==> src/verilog/smt_consts.vh <==
// Constants for the static address and reserved multicast table access block.
// Assumes byte addresses on a 16-bit register port and 32-bit data words.
`ifndef SMT_CONSTS_VH
`define SMT_CONSTS_VH

// Register byte addresses
`define SMT_OFS_CTRL 16'h041c
`define SMT_OFS_WORD1 16'h0420
`define SMT_OFS_WORD2 16'h0424
`define SMT_OFS_WORD3 16'h0428
`define SMT_OFS_WORD4 16'h042c

// Control register fields
`define SMT_CTRL_IDX_HI 5
`define SMT_CTRL_IDX_LO 0
`define SMT_CTRL_GO 7
`define SMT_CTRL_SEL 8
`define SMT_CTRL_ACT 9
`define SMT_CTRL_MASK 32'h000003bf

// Table select and action codes
`define SMT_SEL_STATIC 1'h0
`define SMT_SEL_MCAST 1'h1
`define SMT_ACT_WRITE 1'h0
`define SMT_ACT_READ 1'h1

// Writable bits of each entry word; all others read as zero
`define SMT_W1_MASK 32'hfc000007
`define SMT_W2_MASK 32'hc000007f
`define SMT_W3_MASK 32'h007fffff
`define SMT_W4_MASK 32'hffffffff

// Entry word 1 fields
`define SMT_W1_VALID 31
`define SMT_W1_SRC_DROP 30
`define SMT_W1_DST_DROP 29
`define SMT_W1_PRIO_HI 28
`define SMT_W1_PRIO_LO 26
`define SMT_W1_SPAN_HI 2
`define SMT_W1_SPAN_LO 0

// Entry word 2 fields
`define SMT_W2_OVERRIDE 31
`define SMT_W2_GRP_MATCH 30
`define SMT_W2_PORTS_HI 6
`define SMT_W2_PORTS_LO 0

// Entry word 3 fields
`define SMT_W3_FGID_HI 22
`define SMT_W3_FGID_LO 16
`define SMT_W3_MACH_HI 15
`define SMT_W3_MACH_LO 0

// Reserved multicast table geometry
`define SMT_MCAST_ADDRS 7'h30
`define SMT_RESET_WORD 32'h00000000

`endif

==> src/verilog/smt_table_access.v <==
// Static address table (16 entries) and reserved multicast table (48 addresses,
// 8 shared port masks) with indirect access through a control word and four
// entry data words. Assumes a simple synchronous register port: one write or
// read strobe per cycle, address in bytes, read data returned one cycle later.
//
// Functional notes
// - Table select 0 picks static table
// - Action 1 requests indexed entry read
// - Action 0 writes entry from data words
// - Writing go_done 1 launches operation
// - Device clears go_done when operation completes
// - Static read fills all four data words
// - Word1 bit31 valid flag, resets zero
// - Word1 bit30 source match drop
// - Word1 bit29 destination match drop
// - Word1 priority 28:26, spanning group 2:0
// - Word2 bit31 overrides port state
// - Word2 bit30 enables multicast group match
// - Word2 bits 6:0 egress port mask
// - Word3 group id, MAC high; word4 MAC low
// - Multicast table: 48 addresses, 6-bit index
// - Eight groups share one mask each
// - Select 1 with 6-bit index picks multicast
// - Multicast mask via word2 both directions
`timescale 1ns/1ps
`include "smt_consts.vh"

module smt_table_access #(
	parameter STATIC_ENTRIES = 16,
	parameter MCAST_GROUPS = 8
) (
	input wire CORE_CLK,
	input wire RST_N,
	input wire [15:0] REG_ADDR,
	input wire REG_WR,
	input wire [31:0] REG_WDATA,
	input wire REG_RD,
	output reg [31:0] REG_RDATA,
	output reg REG_RVALID,
	output reg BUSY
);

	localparam ST_IDLE = 1'b0;
	localparam ST_EXEC = 1'b1;

	reg state_r;
	reg [5:0] idx_r;
	reg sel_r;
	reg act_r;
	reg [31:0] word1_r;
	reg [31:0] word2_r;
	reg [31:0] word3_r;
	reg [31:0] word4_r;
	reg [31:0] st_w1 [0:STATIC_ENTRIES-1];
	reg [31:0] st_w2 [0:STATIC_ENTRIES-1];
	reg [31:0] st_w3 [0:STATIC_ENTRIES-1];
	reg [31:0] st_w4 [0:STATIC_ENTRIES-1];
	reg [6:0] mc_mask [0:MCAST_GROUPS-1];
	reg [31:0] ctrl_view;
	reg [31:0] rd_nxt;
	integer i;

	integer j;
	integer k;
	reg state_nxt;
	reg busy_nxt;
	reg [31:0] word1_nxt;
	reg [31:0] word2_nxt;
	reg [31:0] word3_nxt;
	reg [31:0] word4_nxt;

	wire [3:0] st_idx = idx_r[3:0];
	wire mc_in_range = ({1'b0, idx_r} < `SMT_MCAST_ADDRS) ? 1'b1 : 1'b0;
	wire [2:0] mc_grp;

	// Fixed address-to-group map of the reserved multicast addresses
	// Indices past the table land in the last group; access to them is blocked
	function [2:0] smt_group;
		input [5:0] a;
		begin
			case (a)
				6'h00: smt_group = 3'h0;
				6'h01: smt_group = 3'h1;
				6'h02: smt_group = 3'h2;
				6'h03: smt_group = 3'h3;
				6'h04: smt_group = 3'h4;
				6'h05: smt_group = 3'h4;
				6'h06: smt_group = 3'h4;
				6'h07: smt_group = 3'h4;
				6'h08: smt_group = 3'h4;
				6'h09: smt_group = 3'h4;
				6'h0a: smt_group = 3'h4;
				6'h0b: smt_group = 3'h4;
				6'h0c: smt_group = 3'h4;
				6'h0d: smt_group = 3'h4;
				6'h0e: smt_group = 3'h4;
				6'h0f: smt_group = 3'h4;
				6'h10: smt_group = 3'h5;
				6'h11: smt_group = 3'h7;
				6'h12: smt_group = 3'h7;
				6'h13: smt_group = 3'h7;
				6'h14: smt_group = 3'h7;
				6'h15: smt_group = 3'h7;
				6'h16: smt_group = 3'h7;
				6'h17: smt_group = 3'h7;
				6'h18: smt_group = 3'h7;
				6'h19: smt_group = 3'h7;
				6'h1a: smt_group = 3'h7;
				6'h1b: smt_group = 3'h7;
				6'h1c: smt_group = 3'h7;
				6'h1d: smt_group = 3'h7;
				6'h1e: smt_group = 3'h7;
				6'h1f: smt_group = 3'h7;
				6'h20: smt_group = 3'h6;
				6'h21: smt_group = 3'h6;
				6'h22: smt_group = 3'h7;
				6'h23: smt_group = 3'h7;
				6'h24: smt_group = 3'h7;
				6'h25: smt_group = 3'h7;
				6'h26: smt_group = 3'h7;
				6'h27: smt_group = 3'h7;
				6'h28: smt_group = 3'h7;
				6'h29: smt_group = 3'h7;
				6'h2a: smt_group = 3'h7;
				6'h2b: smt_group = 3'h7;
				6'h2c: smt_group = 3'h7;
				6'h2d: smt_group = 3'h7;
				6'h2e: smt_group = 3'h7;
				6'h2f: smt_group = 3'h7;
				6'h30: smt_group = 3'h7;
				6'h31: smt_group = 3'h7;
				6'h32: smt_group = 3'h7;
				6'h33: smt_group = 3'h7;
				6'h34: smt_group = 3'h7;
				6'h35: smt_group = 3'h7;
				6'h36: smt_group = 3'h7;
				6'h37: smt_group = 3'h7;
				6'h38: smt_group = 3'h7;
				6'h39: smt_group = 3'h7;
				6'h3a: smt_group = 3'h7;
				6'h3b: smt_group = 3'h7;
				6'h3c: smt_group = 3'h7;
				6'h3d: smt_group = 3'h7;
				6'h3e: smt_group = 3'h7;
				6'h3f: smt_group = 3'h7;
				default: smt_group = 3'h7;
			endcase
		end
	endfunction

	assign mc_grp = smt_group(idx_r);

	wire ctrl_wr = REG_WR && (REG_ADDR == `SMT_OFS_CTRL);
	wire launch = ctrl_wr && (state_r == ST_IDLE) && REG_WDATA[`SMT_CTRL_GO];
	wire in_exec = (state_r == ST_EXEC) ? 1'b1 : 1'b0;
	wire sel_static = (sel_r == `SMT_SEL_STATIC) ? 1'b1 : 1'b0;
	wire act_read = (act_r == `SMT_ACT_READ) ? 1'b1 : 1'b0;
	wire exec_st_rd = in_exec && sel_static && act_read;
	wire exec_st_wr = in_exec && sel_static && !act_read;
	wire exec_mc_rd = in_exec && !sel_static && mc_in_range && act_read;
	wire exec_mc_wr = in_exec && !sel_static && mc_in_range && !act_read;
	wire wr_w1 = REG_WR && (REG_ADDR == `SMT_OFS_WORD1);
	wire wr_w2 = REG_WR && (REG_ADDR == `SMT_OFS_WORD2);
	wire wr_w3 = REG_WR && (REG_ADDR == `SMT_OFS_WORD3);
	wire wr_w4 = REG_WR && (REG_ADDR == `SMT_OFS_WORD4);

	// Operation sequencer: one execute cycle per launch
	always @* begin
		state_nxt = state_r;
		busy_nxt = BUSY;
		case (state_r)
			ST_IDLE: begin
				if (launch) begin
					state_nxt = ST_EXEC;
					busy_nxt = 1'b1;
				end
			end
			ST_EXEC: begin
				state_nxt = ST_IDLE;
				busy_nxt = 1'b0;
			end
			default: begin
				state_nxt = ST_IDLE;
				busy_nxt = 1'b0;
			end
		endcase
	end

	always @(posedge CORE_CLK) begin
		if (!RST_N) begin
			state_r <= ST_IDLE;
			BUSY <= 1'b0;
		end else begin
			state_r <= state_nxt;
			BUSY <= busy_nxt;
		end
	end

	// Control fields only change while idle
	always @(posedge CORE_CLK) begin
		if (!RST_N) begin
			idx_r <= 6'h00;
			sel_r <= `SMT_SEL_STATIC;
			act_r <= `SMT_ACT_WRITE;
		end else if (ctrl_wr && (state_r == ST_IDLE)) begin
			idx_r <= REG_WDATA[`SMT_CTRL_IDX_HI:`SMT_CTRL_IDX_LO];
			sel_r <= REG_WDATA[`SMT_CTRL_SEL];
			act_r <= REG_WDATA[`SMT_CTRL_ACT];
		end
	end

	// Entry data words: reserved bits never stored; a table read wins over a host write
	always @* begin
		word1_nxt = word1_r;
		if (wr_w1) begin
			word1_nxt = REG_WDATA & `SMT_W1_MASK;
		end
		if (exec_st_rd) begin
			word1_nxt = st_w1[st_idx];
		end
	end

	always @* begin
		word2_nxt = word2_r;
		if (wr_w2) begin
			word2_nxt = REG_WDATA & `SMT_W2_MASK;
		end
		if (exec_st_rd) begin
			word2_nxt = st_w2[st_idx];
		end
		if (exec_mc_rd) begin
			word2_nxt = {25'h0, mc_mask[mc_grp]};
		end
	end

	always @* begin
		word3_nxt = word3_r;
		if (wr_w3) begin
			word3_nxt = REG_WDATA & `SMT_W3_MASK;
		end
		if (exec_st_rd) begin
			word3_nxt = st_w3[st_idx];
		end
	end

	always @* begin
		word4_nxt = word4_r;
		if (wr_w4) begin
			word4_nxt = REG_WDATA & `SMT_W4_MASK;
		end
		if (exec_st_rd) begin
			word4_nxt = st_w4[st_idx];
		end
	end

	always @(posedge CORE_CLK) begin
		if (!RST_N) begin
			word1_r <= `SMT_RESET_WORD;
			word2_r <= `SMT_RESET_WORD;
			word3_r <= `SMT_RESET_WORD;
			word4_r <= `SMT_RESET_WORD;
		end else begin
			word1_r <= word1_nxt;
			word2_r <= word2_nxt;
			word3_r <= word3_nxt;
			word4_r <= word4_nxt;
		end
	end

	// Static table store, words 1 and 2; only the indexed entry moves
	always @(posedge CORE_CLK) begin
		if (!RST_N) begin
			for (i = 0; i < STATIC_ENTRIES; i = i + 1) begin
				st_w1[i] <= `SMT_RESET_WORD;
				st_w2[i] <= `SMT_RESET_WORD;
			end
		end else if (exec_st_wr) begin
			st_w1[st_idx] <= word1_r;
			st_w2[st_idx] <= word2_r;
		end
	end

	// Static table store, words 3 and 4
	always @(posedge CORE_CLK) begin
		if (!RST_N) begin
			for (k = 0; k < STATIC_ENTRIES; k = k + 1) begin
				st_w3[k] <= `SMT_RESET_WORD;
				st_w4[k] <= `SMT_RESET_WORD;
			end
		end else if (exec_st_wr) begin
			st_w3[st_idx] <= word3_r;
			st_w4[st_idx] <= word4_r;
		end
	end

	// One shared mask per group, so a write reaches every address in it
	always @(posedge CORE_CLK) begin
		if (!RST_N) begin
			for (j = 0; j < MCAST_GROUPS; j = j + 1) begin
				mc_mask[j] <= 7'h00;
			end
		end else if (exec_mc_wr) begin
			mc_mask[mc_grp] <= word2_r[`SMT_W2_PORTS_HI:`SMT_W2_PORTS_LO];
		end
	end

	// Read-back mux; unmapped addresses return zero
	always @* begin
		ctrl_view = 32'h00000000;
		ctrl_view[`SMT_CTRL_IDX_HI:`SMT_CTRL_IDX_LO] = idx_r;
		ctrl_view[`SMT_CTRL_GO] = BUSY;
		ctrl_view[`SMT_CTRL_SEL] = sel_r;
		ctrl_view[`SMT_CTRL_ACT] = act_r;
		case (REG_ADDR)
			`SMT_OFS_CTRL: begin
				rd_nxt = ctrl_view;
			end
			`SMT_OFS_WORD1: begin
				rd_nxt = word1_r;
			end
			`SMT_OFS_WORD2: begin
				rd_nxt = word2_r;
			end
			`SMT_OFS_WORD3: begin
				rd_nxt = word3_r;
			end
			`SMT_OFS_WORD4: begin
				rd_nxt = word4_r;
			end
			default: begin
				rd_nxt = 32'h00000000;
			end
		endcase
	end

	always @(posedge CORE_CLK) begin
		if (!RST_N) begin
			REG_RDATA <= 32'h00000000;
			REG_RVALID <= 1'b0;
		end else begin
			REG_RVALID <= REG_RD;
			if (REG_RD) begin
				REG_RDATA <= rd_nxt;
			end
		end
	end

endmodule

==> config.mk <==
export PLATFORM = sky130hd
export DESIGN_NAME = smt_table_access
export DESIGN_NICKNAME = d
export VERILOG_FILES = /design/src/verilog/smt_table_access.v
export VERILOG_INCLUDE_DIRS = /design/src /design/src/verilog
export SDC_FILE = /design/constraint.sdc
export NUM_CORES = 2
export LEC_CHECK = 0
export BUFFER_PORTS_ARGS = -buffer_cell sky130_fd_sc_hd__buf_4
export CAP_MARGIN = 20
export CORE_MARGIN = 2
export CORE_UTILIZATION = 40
export DETAILED_ROUTE_END_ITERATION = 6
export GPL_TIMING_DRIVEN = 0
export PLACE_DENSITY_LB_ADDON = 0.2
export SYNTH_ARGS = -nofsm -noshare
export SYNTH_HDL_FRONTEND = slang
export SYNTH_SLANG_ARGS = --single-unit
==> constraint.sdc <==
create_clock -name CORE_CLK -period 15.9 [get_ports CORE_CLK]
set_clock_uncertainty 0.2 [all_clocks]
set_input_delay 2.385 -clock CORE_CLK [delete_from_list [all_inputs] [get_ports CORE_CLK]]
set_output_delay 2.385 -clock CORE_CLK [all_outputs]
set_load 0.05 [all_outputs]
After elaboration in Yosys (flattened, before gate mapping)
Memory sizes are Yosys's and may differ from the RTL's. A register that Yosys moved wholly into a read port is not among the register bits.
Cells that the tools add are included.

storage, ports and cells
  flip-flop bits (word level) = 171
  RAM bits = 2104
  ROM bits = 192
  bits of input ports = 52
  output and inout bits = 34
  word-level logic and storage cells = 103
  memories kept = 6

operators by class
  order comparisons = 1
  eq/ne operators = 6
  muxes and demuxes = 50
  bitwise gates (word level) = 2
  reductions and logical operators = 26

memory list
  memory            words  width  read ports  clocked after Yosys merged registers in  wr ports  line                   text
  st_w1             16     32     1           1                                        16        smt_table_access.v:54  reg [31:0] st_w1 [0:STATIC_ENTRIES-1];
  st_w2             16     32     1           1                                        16        smt_table_access.v:55  reg [31:0] st_w2 [0:STATIC_ENTRIES-1];
  st_w3             16     32     1           1                                        16        smt_table_access.v:56  reg [31:0] st_w3 [0:STATIC_ENTRIES-1];
  st_w4             16     32     1           1                                        16        smt_table_access.v:57  reg [31:0] st_w4 [0:STATIC_ENTRIES-1];
  (name not given)  64     3      1           1                                        0         smt_table_access.v:81  case (a)
  mc_mask           8      7      1           0                                        8         smt_table_access.v:58  reg [6:0] mc_mask [0:MCAST_GROUPS-1];

operators with widths
  kind                    number
  $mux W32                12
  $pmux W32 S5            1
  $reduce_or A32 Y1       4
  $eq A16 B11 Y1 const B  5
  $mux W4                 12
  $mux W1                 18
  $logic_and A1 B1 Y1     14
  $mux W7                 2
  $mux W6                 2
  $reduce_bool A2 Y1      4
  $reduce_or A7 Y1        1
  $lt A6 B6 Y1 const B    1
  $pmux W1 S2             2
  $mux W3                 1
  $reduce_bool A3 Y1      1
  $ne A2 B2 Y1 const B    1
  $not A1 Y1              2
  $reduce_or A2 Y1        1
  $logic_not A1 Y1        1

Longest topological paths before layout
  word-level depth = 9
  gate-level depth with buffers = 10
  depth with buffers taken out = 6

Worst setup path after synthesis
No wires, ideal clock.

  path kind = input -> register
  start = input RST_N
  end = memory st_w1[0][0] (enable)
  setup time = 792 ps
  data arrival time = 12256 ps
  data required time = 14908 ps
  setup slack = 2652 ps
  cell stages on the path = 6
  buffers on the path = 2
  cells stage by stage = buf_2 nand2_1 nor3_2 or3b_1 clkbuf_1 o21ai_0

RTL lines
  element          line                   text
  start, declared  smt_table_access.v:33  input wire RST_N,
  end, declared    smt_table_access.v:54

==> impl_metrics.json <==
{
  "core.rowCount": 185,
  "timing.final.setup_violations": 0,
  "drt_first_iter_violations": 9156,
  "synth_enable_flop_cells": 2104,
  "finalNonFillerCells": 10740,
  "timing.critical_path.from_type": "input port",
  "yosysWarningCount": 0,
  "drc_violations_left": 0,
  "whs_endpoint": "REG_RDATA[21]$_SDFFE_PN0P_",
  "clkPwrFrac": 0.427,
  "worst_r2r_startpoint": "state_r$_SDFF_PP0_",
  "vias_in_the_first_global_route": 62530,
  "netlist-cell-type-count": 57,
  "number_of_antenna_violations_at_the_first_check_in_global_routing": 33,
  "grt_start_max_net_pins": 22,
  "power.ir.vdd_worst_v": 0.0001268,
  "max_cap_viol_count": 0,
  "hold_buffers": 0,
  "post-synth-top-area-cell": "sky130_fd_sc_hd__edfxtp_1",
  "first_pass_grt_wire_length_um": 518100,
  "numPlacedInstances": 10250,
  "critical_path.max_fanout": 10,
  "cts.sinks": 2282,
  "cp.buffers_inverters": 4,
  "worst_slew_margin_rel": 0.1542,
  "place.gp.congestion": 0.9745,
  "combinationalPowerShare": 0.036,
  "filler_cell_count": 22150,
  "rsz0062_at_grt": "false",
  "crit_chain": "buf_2 -> nand2_1 -> nor3_2 -> nand3b_1 -> nor2_1 -> clkbuf_1 -> buf_8 -> clkbuf_1 -> and2_1",
  "chipWidth_um": 508.2,
  "io_pins": 86,
  "rrSetupSlack_ns": 11.47,
  "reg2regPathDepth": 8,
  "finalWorstPathRequiredPeriod_ns": 5.773,
  "synth_cells": 6638,
  "syn2layout_area_growth_pct": 15.89,
  "drtPass1Iterations": 6,
  "critPathKind": "in -> reg",
  "use_met1": 0.3808,
  "met2_track_utilization_from_global_routing": 0.4430,
  "ctsRootBufferMaster": "sky130_fd_sc_hd__clkbuf_16",
  "p_switching_w": 0.002783,
  "cts.reportedPaths.clkPinSlew_ns": 0.06,
  "die_h_um": 508.2,
  "worst_path_max_delay_cell": "sky130_fd_sc_hd__clkbuf_1",
  "layout.cells.most_common": "sky130_fd_sc_hd__and2_1",
  "synth.top_cell.area_share": 0.6214,
  "endpoint_kind": "register",
  "io_buffers": 83,
  "route.detailed.wl_per_inst_um": 35.56,
  "final_min_period_over_clock_period": 0.3631,
  "clock_tree_from_tritoncts": "built",
  "fraction_of_final_layout_cells_sized_beyond_drive_strength_1": 0.1825,
  "synth_ff_type": "sky130_fd_sc_hd__edfxtp_1",
  "leakage_nw": 40.22,
  "utilization": 0.4649,
  "post-cts-setup-buffers": 0,
  "groute.layer.met3.usage": 0.07245,
  "ys_async_sr_fraction": 0,
  "final.setup.tns_ns": 0,
  "kind_of_cell_adding_the_most_delay_to_the_critical_path": "buffers and inverters",
  "hold_wc_path_type": "reg -> reg",
  "nets": 7180,
  "cts-root-to-sink-buffers": 3,
  "result_of_the_run": "complete, no violations",
  "worst_r2r_endpoint": "st_w4[2][31]$_SDFFCE_PN0P_",
  "detailed_place_hpwl_um": 266800,
  "antenna_left": 0,
  "crit_path_frequent_cell": "sky130_fd_sc_hd__clkbuf_1",
  "detail_route.wirelength_um": 381900,
  "cts_made_buffers": 235,
  "hold_path_startpoint": "REG_RDATA[21]$_SDFFE_PN0P_",
  "worstSkewPairLatency_ns": 0.93,
  "grtUsageTotal": 0.2941,
  "start_util": 0.4012,
  "hold-path-cell-count": 1,
  "timing.critical_path.required_ns": 16.48,
  "timing.final.hold_violations": 0,
  "clock.fmax_ghz": 0.1732,
  "synth_seq_cells": 2282,
  "intPower_w": 0.009985,
  "syn_nets": 6690,
  "layout_common_cells": "sky130_fd_sc_hd__and2_1, sky130_fd_sc_hd__edfxtp_1, sky130_fd_sc_hd__mux4_2",
  "worst_slack_ns": 10.13,
  "grt_busiest_layer": "met2",
  "synthesis.area_um2": 101700,
  "worst-endpoint-arrival_ns": 6.35,
  "die-area_um2": 258300,
  "cts_resized": 0,
  "power_switching_share": 0.2180,
  "overflow": 0,
  "dp_worst_setup_slack_ns": 9.474,
  "synth_area_leaders": "sky130_fd_sc_hd__edfxtp_1, sky130_fd_sc_hd__and2_1, sky130_fd_sc_hd__mux4_2",
  "worst_pin_slew_ns": 1.269,
  "htree_num_levels": 4,
  "cellPowerDensity_nw_per_um2": 108.4,
  "synthesis.area_per_instance_um2": 15.32,
  "timing.final.max_slew_violations": 0,
  "placeableCoreArea_um2": 253500,
  "synth_seq_area_share": 0.6564,
  "sequentialPowerShare": 0.537,
  "viasPerCell": 5.954,
  "vias": 63950,
  "cpPeakStageDelay_ns": 0.86
}
## cells in the mapped netlist (3+ instances only)
cell / n
sky130_fd_sc_hd__nor2b_1: 46
sky130_fd_sc_hd__edfxtp_1: 2104
sky130_fd_sc_hd__nor2_1: 81
sky130_fd_sc_hd__a211oi_1: 76
sky130_fd_sc_hd__or3_1: 3
sky130_fd_sc_hd__buf_2: 65
sky130_fd_sc_hd__and2_1: 2126
sky130_fd_sc_hd__nor4_1: 4
sky130_fd_sc_hd__a22o_1: 87
sky130_fd_sc_hd__buf_6: 19
sky130_fd_sc_hd__buf_1: 22
sky130_fd_sc_hd__o22ai_1: 42
sky130_fd_sc_hd__dfxtp_1: 178
sky130_fd_sc_hd__nand3b_1: 3
sky130_fd_sc_hd__o21ai_0: 51
sky130_fd_sc_hd__a221oi_1: 11
sky130_fd_sc_hd__inv_1: 4
sky130_fd_sc_hd__a22oi_1: 50
sky130_fd_sc_hd__clkbuf_1: 429
sky130_fd_sc_hd__nand2b_1: 8
sky130_fd_sc_hd__clkbuf_2: 48
sky130_fd_sc_hd__a31oi_1: 50
sky130_fd_sc_hd__buf_4: 26
sky130_fd_sc_hd__nand3_1: 12
sky130_fd_sc_hd__nand4_1: 9
sky130_fd_sc_hd__a32o_1: 6
sky130_fd_sc_hd__mux2i_1: 132
sky130_fd_sc_hd__mux4_2: 543
sky130_fd_sc_hd__mux2_2: 7
sky130_fd_sc_hd__o21ai_1: 25
sky130_fd_sc_hd__nand2_1: 272
sky130_fd_sc_hd__a21oi_1: 57
sky130_fd_sc_hd__nor3_1: 10
## power by group through the flow
stage               registers [W]  clock network (W)  logic, W
global route              0.00687            0.00571  0.000468
floorplan                 0.00704                  0  0.000191
finish                    0.00685            0.00545  0.000463
detailed placement        0.00698                  0  0.000454
global placement          0.00719                  0  0.000358
CTS                       0.00685            0.00549  0.000455
## flip-flops by register name, indices dropped and copies added, names as in the netlist, 3 cells and up, named ones only
signal,count
st_w1,512
st_w2,512
st_w3,512
st_w4,512
mc_mask,56
REG_RDATA,32
word1_r,32
word2_r,32
word3_r,32
word4_r,32
idx_r,6
mc_grp,3
## metal layers
metal | routed length [µm] | share of wire
met3 | 40080 | 0.10
met4 | 28270 | 0.074
met5 | 54 | 0.00014
met1 | 143900 | 0.38
met2 | 169600 | 0.44
## logic make-up after synthesis
| family | after synthesis | share of synthesized area |
|---|---|---|
| AND/OR/NAND/NOR | 2590 | 0.1513 |
| flip-flops | 2282 | 0.6564 |
| AO/OA/AOI/OAI | 469 | 0.03176 |
| buffers and inverters | 615 | 0.02646 |
| multiplexers | 682 | 0.1340 |
## worst max-delay path by stage
stage,cells after the start,from,endpoint
floorplan,6,RST_N,st_w1[0][0]$_SDFFCE_PN0P_
global placement,6,RST_N,st_w1[8][7]$_SDFFCE_PN0P_
detailed placement,9,RST_N,st_w4[2][31]$_SDFFCE_PN0P_
CTS,9,RST_N,st_w4[2][31]$_SDFFCE_PN0P_
global route,9,RST_N,st_w4[2][31]$_SDFFCE_PN0P_
finish,9,RST_N,st_w4[2][31]$_SDFFCE_PN0P_
## stage by stage
stage                     hold slack [ns]  total power, W  instance area (µm²)
after floorplan                    0.3070        0.007232               101700
after global placement             0.2764        0.007547               106500
after detailed placement           0.2715        0.007432               110200
after CTS                          0.2898         0.01280               117600
after global routing               0.3105         0.01305               117700
final                              0.2835         0.01277               117800
## final cells by class
| type | count | area (µm²) | share of cell area |
|---|---|---|---|
| multi-input cells | 3741 | 32430 | 0.2752 |
| inverters | 6 | 22.52 | 0.0001911 |
| flip-flops and latches | 2282 | 66740 | 0.5664 |
| well taps | 3366 | 4212 | 0.03574 |
| diodes | 42 | 105.1 | 0.0008919 |
| plain buffers | 609 | 2693 | 0.02285 |
| clock inverters | 106 | 967.2 | 0.008208 |
| repair buffers | 253 | 4153 | 0.03524 |
| clock buffers | 335 | 6507 | 0.05522 |
Power figures use the tool's default switching activity.
